$ cat src/rtl/edg_defs.svh
// Offsets, field positions, reset values and timing counts of the error diffusion block.
`ifndef EDG_DEFS_SVH
`define EDG_DEFS_SVH

`define EDG_IN_BITS            8
`define EDG_OUT_BITS           4
`define EDG_PIPE_LAT           5
`define EDG_ADDR_MASK          12'hffc
`define EDG_ADDR_CTRL          12'h000
`define EDG_ADDR_STATUS        12'h004
`define EDG_ADDR_FRAME_COUNT   12'h008
`define EDG_ADDR_LINE_PIXELS   12'h00c
`define EDG_ADDR_FRAME_LINES   12'h010
`define EDG_CTRL_BYPASS_BIT    0
`define EDG_CTRL_NOINTER_BIT   1
`define EDG_CTRL_RESET         2'h0
`define EDG_STAT_MODE_LSB      0
`define EDG_STAT_SAVE_BIT      2
`define EDG_STAT_BYPASS_BIT    3
`define EDG_STAT_FPAR_BIT      4
`define EDG_CNT_RESET          16'h0000
`define EDG_STRAP_LPN_RESET    1'h1

`endif

$ cat src/rtl/edg_pkg.sv
// Types shared by the error diffusion block.
package edg_pkg;

   typedef enum logic [1:0] {
      EDG_MODE_3BIT,
      EDG_MODE_4BIT,
      EDG_MODE_INTRA,
      EDG_MODE_RSVD
   } edg_mode_t;

   typedef logic [7:0] edg_pix_t;

endpackage : edg_pkg

$ cat src/rtl/edg_top.sv
// Error diffusion grayscale pixel pipeline with an AHB-Lite register slave.
//
// Added by the designer: the AHB-Lite slave port and the placing of the registers.
`include "edg_defs.svh"

module edg_top #(
   parameter int PIX_W = `EDG_IN_BITS
) (
   input  wire logic              mclk,
   input  wire logic              rst_n,
   input  wire logic              hsel,
   input  wire logic [31:0]       haddr,
   input  wire logic [1:0]        htrans,
   input  wire logic              hwrite,
   input  wire logic [2:0]        hsize,
   input  wire logic [31:0]       hwdata,
   input  wire logic              hready,
   output logic      [31:0]       hrdata,
   output logic                   hreadyout,
   output logic                   hresp,
   input  wire logic [1:0]        mode_select,
   input  wire logic              bypass,
   input  wire logic              low_power_n,
   input  wire logic              clock_out_phase_select,
   input  wire edg_pkg::edg_pix_t red_in,
   input  wire edg_pkg::edg_pix_t green_in,
   input  wire edg_pkg::edg_pix_t blue_in,
   input  wire logic              line_sync_in,
   input  wire logic              frame_sync_in,
   input  wire logic              line_valid_in,
   input  wire logic              panel_ctrl_in,
   output logic      [3:0]        red_out,
   output logic      [3:0]        green_out,
   output logic      [3:0]        blue_out,
   output logic                   line_sync_out,
   output logic                   frame_sync_out,
   output logic                   line_valid_out,
   output logic                   panel_ctrl_out,
   output logic                   dot_clock_out,
   output logic                   dot_clock_out_inverted
);

   typedef struct packed {
      logic [1:0]        mode_s1;
      logic [1:0]        mode_s2;
      logic              byp_s1;
      logic              byp_s2;
      logic              lpn_s1;
      logic              lpn_s2;
      logic              sel_s1;
      logic              sel_s2;
      edg_pkg::edg_pix_t cap_r;
      edg_pkg::edg_pix_t cap_g;
      edg_pkg::edg_pix_t cap_b;
      logic              cap_hs;
      logic              cap_vs;
      logic              cap_de;
      logic              cap_ctl;
      logic              prev_hs;
      logic              prev_vs;
      logic              pix_par;
      logic              line_par;
      logic              frame_par;
      logic [15:0]       pix_cnt;
      logic [15:0]       line_cnt;
      logic [15:0]       line_pixels;
      logic [15:0]       frame_lines;
      logic [15:0]       frame_cnt;
      logic              soft_bypass;
      logic              no_inter;
      logic              dp_write;
      logic [11:0]       dp_addr;
      logic [31:0]       hrdata;
      logic [3:0]        red_out;
      logic [3:0]        green_out;
      logic [3:0]        blue_out;
      logic              line_sync_out;
      logic              frame_sync_out;
      logic              line_valid_out;
      logic              panel_ctrl_out;
      logic              clk_sel;
   } edg_top_state_t;

   edg_top_state_t      st;
   edg_top_state_t      next_st;
   edg_pkg::edg_mode_t  mode;
   logic                run;
   logic                wide;
   logic                inter;
   logic                byp_act;
   logic                phase;
   logic                line_start;
   logic                frame_start;
   logic                accept;
   logic [11:0]         acc_addr;
   logic [31:0]         rd_word;
   edg_pkg::edg_pix_t   cap_pix [3];
   logic [11:0]         chan_res;
   logic [11:0]         chan_dly;
   logic [3:0]          ctl_dly;

   initial
   begin
      if (PIX_W != `EDG_IN_BITS)
         $error("edg_top serves eight-bit colour samples only.");
   end

   // The straps are quasi-static pins, so each passes two flip-flops first; the clock phase select passes three.
   assign mode        = edg_pkg::edg_mode_t'(st.mode_s2);
   assign run         = st.lpn_s2;
   assign wide        = (mode != edg_pkg::EDG_MODE_3BIT);
   // Reserved code 3 falls back to the intra-frame only behaviour.
   assign inter       = (mode == edg_pkg::EDG_MODE_3BIT || mode == edg_pkg::EDG_MODE_4BIT)
                        && !st.no_inter;
   assign byp_act     = st.byp_s2 | st.soft_bypass;
   assign phase       = st.pix_par ^ st.line_par ^ st.frame_par;
   assign line_start  = st.prev_hs && !st.cap_hs;
   assign frame_start = st.prev_vs && !st.cap_vs;
   assign accept      = hsel && htrans[1] && hready;
   assign acc_addr    = haddr[11:0] & `EDG_ADDR_MASK;

   assign cap_pix[0] = st.cap_r;
   assign cap_pix[1] = st.cap_g;
   assign cap_pix[2] = st.cap_b;

   genvar c;
   generate
      for (c = 0; c < 3; c++)
      begin : g_chan
         edg_diffuse u_dif (
            .mclk       (mclk),
            .rst_n      (rst_n),
            .run        (run),
            .pix        (cap_pix[c]),
            .pix_valid  (st.cap_de),
            .line_clear (!st.cap_hs),
            .wide       (wide),
            .inter      (inter),
            .phase      (phase),
            .bypass     (byp_act),
            .result     (chan_res[4*c+3:4*c])
         );
      end
   endgenerate

   // Capture, diffuse, three stages of delay, then the output flop: six clocks.
   edg_delay #(
      .W     (12),
      .DEPTH (`EDG_PIPE_LAT - 2)
   ) u_dly_pix (
      .mclk  (mclk),
      .rst_n (rst_n),
      .din   (chan_res),
      .dout  (chan_dly)
   );

   edg_delay #(
      .W     (4),
      .DEPTH (`EDG_PIPE_LAT - 1)
   ) u_dly_ctl (
      .mclk  (mclk),
      .rst_n (rst_n),
      .din   ({st.cap_hs, st.cap_vs, st.cap_de, st.cap_ctl}),
      .dout  (ctl_dly)
   );

   always_comb
   begin
      rd_word = 32'h0000_0000;
      case (acc_addr)
         `EDG_ADDR_CTRL:
            rd_word = {30'h0, st.no_inter, st.soft_bypass};
         `EDG_ADDR_STATUS:
            rd_word = {27'h0, st.frame_par, byp_act, !run, st.mode_s2};
         `EDG_ADDR_FRAME_COUNT:
            rd_word = {16'h0, st.frame_cnt};
         `EDG_ADDR_LINE_PIXELS:
            rd_word = {16'h0, st.line_pixels};
         `EDG_ADDR_FRAME_LINES:
            rd_word = {16'h0, st.frame_lines};
         default:
            rd_word = 32'h0000_0000;
      endcase
   end

   always_comb
   begin
      next_st = st;
      next_st.mode_s1 = mode_select;
      next_st.mode_s2 = st.mode_s1;
      next_st.byp_s1  = bypass;
      next_st.byp_s2  = st.byp_s1;
      next_st.lpn_s1  = low_power_n;
      next_st.lpn_s2  = st.lpn_s1;
      next_st.sel_s1  = clock_out_phase_select;
      next_st.sel_s2  = st.sel_s1;
      next_st.clk_sel = st.sel_s2;

      next_st.cap_r   = red_in;
      next_st.cap_g   = green_in;
      next_st.cap_b   = blue_in;
      next_st.cap_hs  = line_sync_in;
      next_st.cap_vs  = frame_sync_in;
      next_st.cap_de  = line_valid_in;
      next_st.cap_ctl = panel_ctrl_in;

      // Sync edge tracking and counters freeze while processing is stopped.
      if (run)
      begin
         next_st.prev_hs = st.cap_hs;
         next_st.prev_vs = st.cap_vs;
         if (st.cap_de)
         begin
            next_st.pix_cnt = st.pix_cnt + 16'h0001;
            next_st.pix_par = !st.pix_par;
         end
         if (line_start)
         begin
            next_st.line_pixels = st.pix_cnt;
            next_st.pix_cnt     = `EDG_CNT_RESET;
            next_st.pix_par     = 1'b0;
            next_st.line_cnt    = st.line_cnt + 16'h0001;
            next_st.line_par    = !st.line_par;
         end
         if (frame_start)
         begin
            next_st.frame_lines = st.line_cnt;
            next_st.line_cnt    = `EDG_CNT_RESET;
            next_st.line_par    = 1'b0;
            next_st.frame_cnt   = st.frame_cnt + 16'h0001;
            next_st.frame_par   = !st.frame_par;
         end
      end

      if (run)
      begin
         next_st.red_out        = chan_dly[3:0];
         next_st.green_out      = chan_dly[7:4];
         next_st.blue_out       = chan_dly[11:8];
         next_st.line_sync_out  = ctl_dly[3];
         next_st.frame_sync_out = ctl_dly[2];
         next_st.line_valid_out = ctl_dly[1];
         next_st.panel_ctrl_out = ctl_dly[0];
      end
      else
      begin
         // Outputs must come from flops, so the pass-through costs one capture stage.
         next_st.red_out        = 4'hf;
         next_st.green_out      = 4'hf;
         next_st.blue_out       = 4'hf;
         next_st.line_sync_out  = line_sync_in;
         next_st.frame_sync_out = frame_sync_in;
         next_st.line_valid_out = line_valid_in;
         next_st.panel_ctrl_out = panel_ctrl_in;
      end

      next_st.dp_write = accept && hwrite;
      next_st.dp_addr  = acc_addr;
      if (accept && !hwrite)
         next_st.hrdata = rd_word;
      if (st.dp_write && st.dp_addr == `EDG_ADDR_CTRL)
      begin
         next_st.soft_bypass = hwdata[`EDG_CTRL_BYPASS_BIT];
         next_st.no_inter    = hwdata[`EDG_CTRL_NOINTER_BIT];
      end
   end

   always_ff @(posedge mclk)
   begin
      if (!rst_n)
      begin
         st             <= '0;
         st.lpn_s1      <= `EDG_STRAP_LPN_RESET;
         st.lpn_s2      <= `EDG_STRAP_LPN_RESET;
         st.cap_hs      <= 1'b1;
         st.cap_vs      <= 1'b1;
         st.prev_hs     <= 1'b1;
         st.prev_vs     <= 1'b1;
         st.soft_bypass <= 1'(`EDG_CTRL_RESET >> `EDG_CTRL_BYPASS_BIT);
         st.no_inter    <= 1'(`EDG_CTRL_RESET >> `EDG_CTRL_NOINTER_BIT);
      end
      else
      begin
         st <= next_st;
      end
   end

   assign hrdata         = st.hrdata;
   assign hreadyout      = rst_n | 1'b1;
   assign hresp          = 1'b0;
   assign red_out        = st.red_out;
   assign green_out      = st.green_out;
   assign blue_out       = st.blue_out;
   assign line_sync_out  = st.line_sync_out;
   assign frame_sync_out = st.frame_sync_out;
   assign line_valid_out = st.line_valid_out;
   assign panel_ctrl_out = st.panel_ctrl_out;

   // The clock outputs are gated copies of mclk; a flop could not follow both edges.
   assign dot_clock_out          = mclk & st.clk_sel;
   assign dot_clock_out_inverted = ~mclk & ~st.clk_sel;

endmodule : edg_top

$ cat src/rtl/edg_delay.sv
// Fixed-depth delay line used to align data and sync with the output stage.
module edg_delay #(
   parameter int W     = 4,
   parameter int DEPTH = 4
) (
   input  wire logic         mclk,
   input  wire logic         rst_n,
   input  wire logic [W-1:0] din,
   output logic      [W-1:0] dout
);

   typedef struct packed {
      logic [DEPTH-1:0][W-1:0] stage;
   } edg_dly_state_t;

   edg_dly_state_t st;
   edg_dly_state_t next_st;

   initial
   begin
      if (DEPTH < 1 || W < 1)
         $error("edg_delay needs a positive width and depth.");
   end

   always_comb
   begin
      next_st = st;
      next_st.stage[0] = din;
      for (int i = 1; i < DEPTH; i++)
         next_st.stage[i] = st.stage[i-1];
   end

   always_ff @(posedge mclk)
   begin
      if (!rst_n)
         st <= '0;
      else
         st <= next_st;
   end

   assign dout = st.stage[DEPTH-1];

endmodule : edg_delay

$ cat src/rtl/edg_diffuse.sv
// One colour channel: quantiser with horizontal error carry and temporal offset.
module edg_diffuse (
   input  wire logic              mclk,
   input  wire logic              rst_n,
   input  wire logic              run,
   input  wire edg_pkg::edg_pix_t pix,
   input  wire logic              pix_valid,
   input  wire logic              line_clear,
   input  wire logic              wide,
   input  wire logic              inter,
   input  wire logic              phase,
   input  wire logic              bypass,
   output logic            [3:0]  result
);

   typedef struct packed {
      logic signed [9:0] err;
      logic        [3:0] result;
   } edg_dif_state_t;

   edg_dif_state_t st;
   edg_dif_state_t next_st;
   logic signed [10:0] toff;
   logic signed [10:0] v;
   logic        [7:0]  vc;
   logic        [3:0]  q4;
   logic        [2:0]  q3;
   logic        [7:0]  recon;
   logic signed [9:0]  e;

   always_comb
   begin
      next_st = st;
      // Temporal offset alternates sign per pixel, line and frame so that a level
      // between two output steps is shown as a blend over successive frames.
      if (!inter)
         toff = 11'sh000;
      else if (phase)
         toff = wide ? 11'sh004 : 11'sh008;
      else
         toff = wide ? -11'sh004 : -11'sh008;
      v = $signed({3'h0, pix}) + $signed({st.err[9], st.err}) + toff;
      if (v < 11'sh000)
         vc = 8'h00;
      else if (v > 11'sh0ff)
         vc = 8'hff;
      else
         vc = v[7:0];
      q4 = vc[7:4];
      q3 = vc[7:5];
      // Bit replication maps the top code to full scale, so white carries no error.
      recon = wide ? {q4, q4} : {q3, q3, q3[2:1]};
      e = $signed({2'h0, vc}) - $signed({2'h0, recon});
      if (line_clear)
         next_st.err = 10'sh000;
      else if (run && pix_valid && !bypass)
         next_st.err = e;
      if (run)
      begin
         if (bypass)
            next_st.result = wide ? pix[7:4] : {pix[7:5], 1'b0};
         else
            next_st.result = wide ? q4 : {q3, 1'b0};
      end
   end

   always_ff @(posedge mclk)
   begin
      if (!rst_n)
         st <= '0;
      else
         st <= next_st;
   end

   assign result = st.result;

endmodule : edg_diffuse

$ cat config.mk
export PLATFORM = sky130hd
export DESIGN_NAME = edg_top
export DESIGN_NICKNAME = d
export VERILOG_FILES = /design/src/rtl/edg_pkg.sv /design/src/rtl/edg_top.sv /design/src/rtl/edg_delay.sv /design/src/rtl/edg_diffuse.sv
export VERILOG_INCLUDE_DIRS = /design/src /design/src/rtl
export SDC_FILE = /design/constraint.sdc
export NUM_CORES = 1
export LEC_CHECK = 0
export BUFFER_PORTS_ARGS = -buffer_cell sky130_fd_sc_hd__buf_2
export CAP_MARGIN = 40
export CORE_MARGIN = 2
export CORE_UTILIZATION = 35
export CTS_BUF_LIST = sky130_fd_sc_hd__clkbuf_16
export DETAILED_ROUTE_END_ITERATION = 16
export PLACE_DENSITY = 0.53
export SLEW_MARGIN = 20
export SYNTH_ARGS = -nofsm -noshare
export SYNTH_HDL_FRONTEND = slang
export SYNTH_HIERARCHICAL = 1
export SYNTH_SLANG_ARGS = --single-unit
$ cat constraint.sdc
create_clock -name mclk -period 6.6 [get_ports mclk]
set_input_delay 0.33 -clock mclk [delete_from_list [all_inputs] [get_ports mclk]]
set_output_delay 0.33 -clock mclk [all_outputs]
set_load 0.01 [all_outputs]
==> results.ini <==
[global_route]
grt_overflow_total = 0
antenna_violations_before_repair = 0
gr-usage-met2_pct = 26.2
maximum_number_of_pins_on_one_net_before_global_route_repair = 81
first_pass_grt_wire_length_um = 53400
groute.usage.overall_pct = 16.1
grt.met3_usage_pct = 2.90
top_usage_layer = met2
grt.met1_usage_pct = 21.5
via_count_of_the_first_global_routing_pass = 10300

[final_layout]
diodes = 0
layout-area-overhead-vs-synth_pct = 14.7
layout-drive-gt1-share_pct = 15.4
design.final.nets = 1783

[synth]
most_numerous_cell_in_the_yosys_netlist = dfxtp_1
async_flop_share_pct = 0
synthSimpleGateAreaFrac_pct = 22.0
yosys_most_used_dff = dfxtp_1
post_synth_mux_area_share_pct = 2.50
ys_types = 104
number_of_flops_mapped_to_enable_cells_by_yosys = 0
synth_adder_area_share_pct = 8.11
register_area_share_after_synthesis_pct = 38.3
synthXorXnorAreaFrac_pct = 3.47
synth-compound-area-share_pct = 18.5
synth.avg_cell_area_um2 = 8.90
netlist_area_mm2 = 0.0136
ys.warnings.count = 6
synth_top_family_by_area = simple AND/OR/NAND/NOR gates
synthCells = 1528
synthDominantAreaCellType = dfxtp_1
ys_ff_latch = 260
synth_largest_type_area_fraction_pct = 38.3
ys_top_cells_by_area = dfxtp_1 38%, ha_1 6.3%, nand2_1 4.5%
synth_commonest_cells = 260 x dfxtp_1, 162 x nand2_1, 110 x a21oi_1, 88 x nor2_1, 69 x ha_1

[critical_path]
crit_path_max_fanout = 8
setup.worst_path.start_class = register
timing.reg2reg.worst_path_depth = 23
reg2reg_setup_slack_ns = 0.92
timing.critical_path.to_type = register
rr_startpoint = g_chan[1].u_dif/st[4]$_SDFFE_PP0P_
timing.critical_path.arrival_ns = 6.28
timing.critical_path.required_ns = 7.20
rr_endpoint = g_chan[1].u_dif/st[8]$_SDFFE_PP0P_
worst-setup-path-type = register to register

[clock_network]
cts_tree = built
cts_setup_buffers = 0
cts.reportedPaths.clkPinSlew_ns = 0.06
worst_skew_pair.late_latency_ns = 0.69

[die]
dieArea_mm2 = 0.0404
die_width_um = 201
core_region_area_mm2 = 0.0385
initial_core_util_pct = 35.4
placementRows = 72
die_height_um = 201
pin_count = 159

[place]
portBuffers = 84
place_congestion = 0.825
detailed_place_hpwl_um = 23100

[drt]
drc = 0
detail-route-antenna-nets = 0
avgRoutedWirePerCell_um = 15.2
drt_pass1_iterations = 5
drt_iter0_markers = 577
routed_via_density = 4.97
detail_route.wirelength_um = 32600
routed-via-count = 10600

[sta]
period_share_pct = 86.0
maximum_frequency_from_static_timing_analysis_mhz = 176
finalSetupViolations = 0
grt_setup_unrepaired = no
final-max-slew-violation-count = 0
finalSetupTns_ns = 0
timing.final.hold_violations = 0
fin_worst_skew_ns = 0.0122
worst-slew-pin-transition_ns = 0.845
final_period_minus_worst_setup_slack_ns = 5.68
worst_slew_margin_rel_pct = 43.5

[worst_hold_path]
hold_start = haddr[3]
min_path_cells = 2
whs_endpoint = st[52]$_SDFF_PN0_
holdCritPathClass = input port to register

[power]
power_frac_seq_pct = 26.9
cell_internal_pwr_w = 0.00411
total_switching_power_w = 0.00249
vdd_drop_max_uv = 242
pwr-share-clk_pct = 27.5
totalPowerFinal_w = 0.00660
netSwitchingFraction_pct = 37.8
combPwrFrac_pct = 45.7
total_leakage_power_nw = 6.27
power_density_over_cell_area_mw_per_mm2 = 423

[run]
cap_viol_max_count = 0

[run_status]
status = complete, no violations

==> what timing repair did <==
action	CTS	global route
hold buffers	44	0
hold endpoints to repair	47	0
gates resized for setup	0	0
==> metal layers <==
layer	vias to the layer above	part of all wire (%)
met5	-	0
met4	0	2.7
met3	49	4.2
met2	186	45
met1	4996	48
li1	5400	-
==> how the worst max path moves through the flow <==
stage | from | endpoint | slack (ns) | cells past startpoint
finish | g_chan[1].u_dif/st[4]$_SDFFE_PP0P_ | g_chan[1].u_dif/st[8]$_SDFFE_PP0P_ | 0.92 | 23
global route | g_chan[1].u_dif/st[4]$_SDFFE_PP0P_ | g_chan[1].u_dif/st[8]$_SDFFE_PP0P_ | 0.45 | 23
detailed placement | g_chan[1].u_dif/st[4]$_SDFFE_PP0P_ | g_chan[1].u_dif/st[8]$_SDFFE_PP0P_ | 1.00 | 23
floorplan | g_chan[1].u_dif/st[4]$_SDFFE_PP0P_ | g_chan[1].u_dif/st[8]$_SDFFE_PP0P_ | 1.60 | 23
global placement | g_chan[1].u_dif/st[4]$_SDFFE_PP0P_ | g_chan[1].u_dif/st[8]$_SDFFE_PP0P_ | 1.04 | 23
CTS | g_chan[1].u_dif/st[4]$_SDFFE_PP0P_ | g_chan[1].u_dif/st[8]$_SDFFE_PP0P_ | 0.91 | 23
==> cell families after synthesis <==
logic type      count (synthesis)
buf+inv                       180
compound gates                361
simple gates                  558
flops                         260
mux                            33
other cells                     2
fa+ha+maj                      81
xor+xnor                       53
==> through the flow <==
| step | instance area, um^2 | setup slack, ns | hold slack, ns | instances | utilization (%) |
|---|---|---|---|---|---|
| 2_1_floorplan | 13700 | 1.60 | 0.373 | 1544 | - |
| 3_3_place_gp | 14000 | 1.04 | 0.394 | 2031 | 36.5 |
| 3_5_place_dp | 14100 | 1.00 | 0.400 | 2034 | 36.6 |
| 4_1_cts | 15600 | 0.912 | 0.0646 | 2137 | 40.6 |
| 5_1_grt | 15600 | 0.446 | 0.0796 | 2137 | 40.6 |
| 6_report | 15600 | 0.924 | 0.0923 | 2137 | 40.6 |
==> cells in the final DEF (no fill, tap or decap), types with 28 or more instances in the layout <==
master         instances
a21oi_1              110
buf_2                 84
nor2_1                88
dfxtp_1              259
mux2i_1               28
dlygate4sd3_1         44
xnor2_1               30
nand3_1               34
o21ai_0               60
clkbuf_16             33
and2_2                48
and2_1                60
inv_1                 61
nand2_1              162
ha_1                  69
==> power groups by stage <==
stage | combinational [W] | sequential [W] | clock, W
floorplan | 0.00243 | 0.00178 | 0.00000643
global placement | 0.00294 | 0.00181 | 0.0000117
detailed placement | 0.00296 | 0.00181 | 0.0000117
CTS | 0.00300 | 0.00178 | 0.00186
global route | 0.00338 | 0.00179 | 0.00193
finish | 0.00301 | 0.00177 | 0.00181
==> layout make-up <==
| type | instances | area [um^2] |
|---|---|---|
| Clock inverter | 26 | 274 |
| Inverter | 61 | 229 |
| Clock buffer | 35 | 836 |
| Tap cell | 518 | 648 |
| Timing Repair Buffer | 133 | 911 |
| Multi-Input combinational cell | 1104 | 7500 |
| Sequential cell | 260 | 5210 |
| Fill cell | 3868 | 22900 |
==> registers in the layout (all words and copies together), names as in the netlist <==
signal and count:
st 104, g_chan.u_dif/st 27, cap_pix 24, u_dly_pix/next_st 24
hrdata 16, g_chan.u_dif/result 12, u_dly_ctl/next_st 12, u_dly_pix/dout 12
next_st 6, blue_out 4, green_out 4, red_out 4
u_dly_ctl/dout 4, mode 2, frame_sync_out 1, line_sync_out 1
line_valid_out 1, panel_ctrl_out 1, run 1
==> critical path, stage by stage, from the launching register on <==
cell and delay [ns]:
dfxtp_1 0.33, ha_1 0.19, inv_1 0.06, fa_1 0.39, nor2b_1 0.12, o21ai_0 0.11
a21boi_0 0.24, o21ai_0 0.14, a221oi_1 0.30, xor2_1 0.14, ha_1 0.43, and3_4 0.25
a21boi_0 0.41, o41ai_4 0.20, a31oi_2 0.28, inv_2 0.10, mux2i_1 0.17, ha_1 0.17
inv_1 0.06, fa_1 0.41, a21o_1 0.20, a21oi_1 0.21, fa_1 0.48, a211oi_1 0.21
Note: power is estimated with default switching activity, not from simulation.
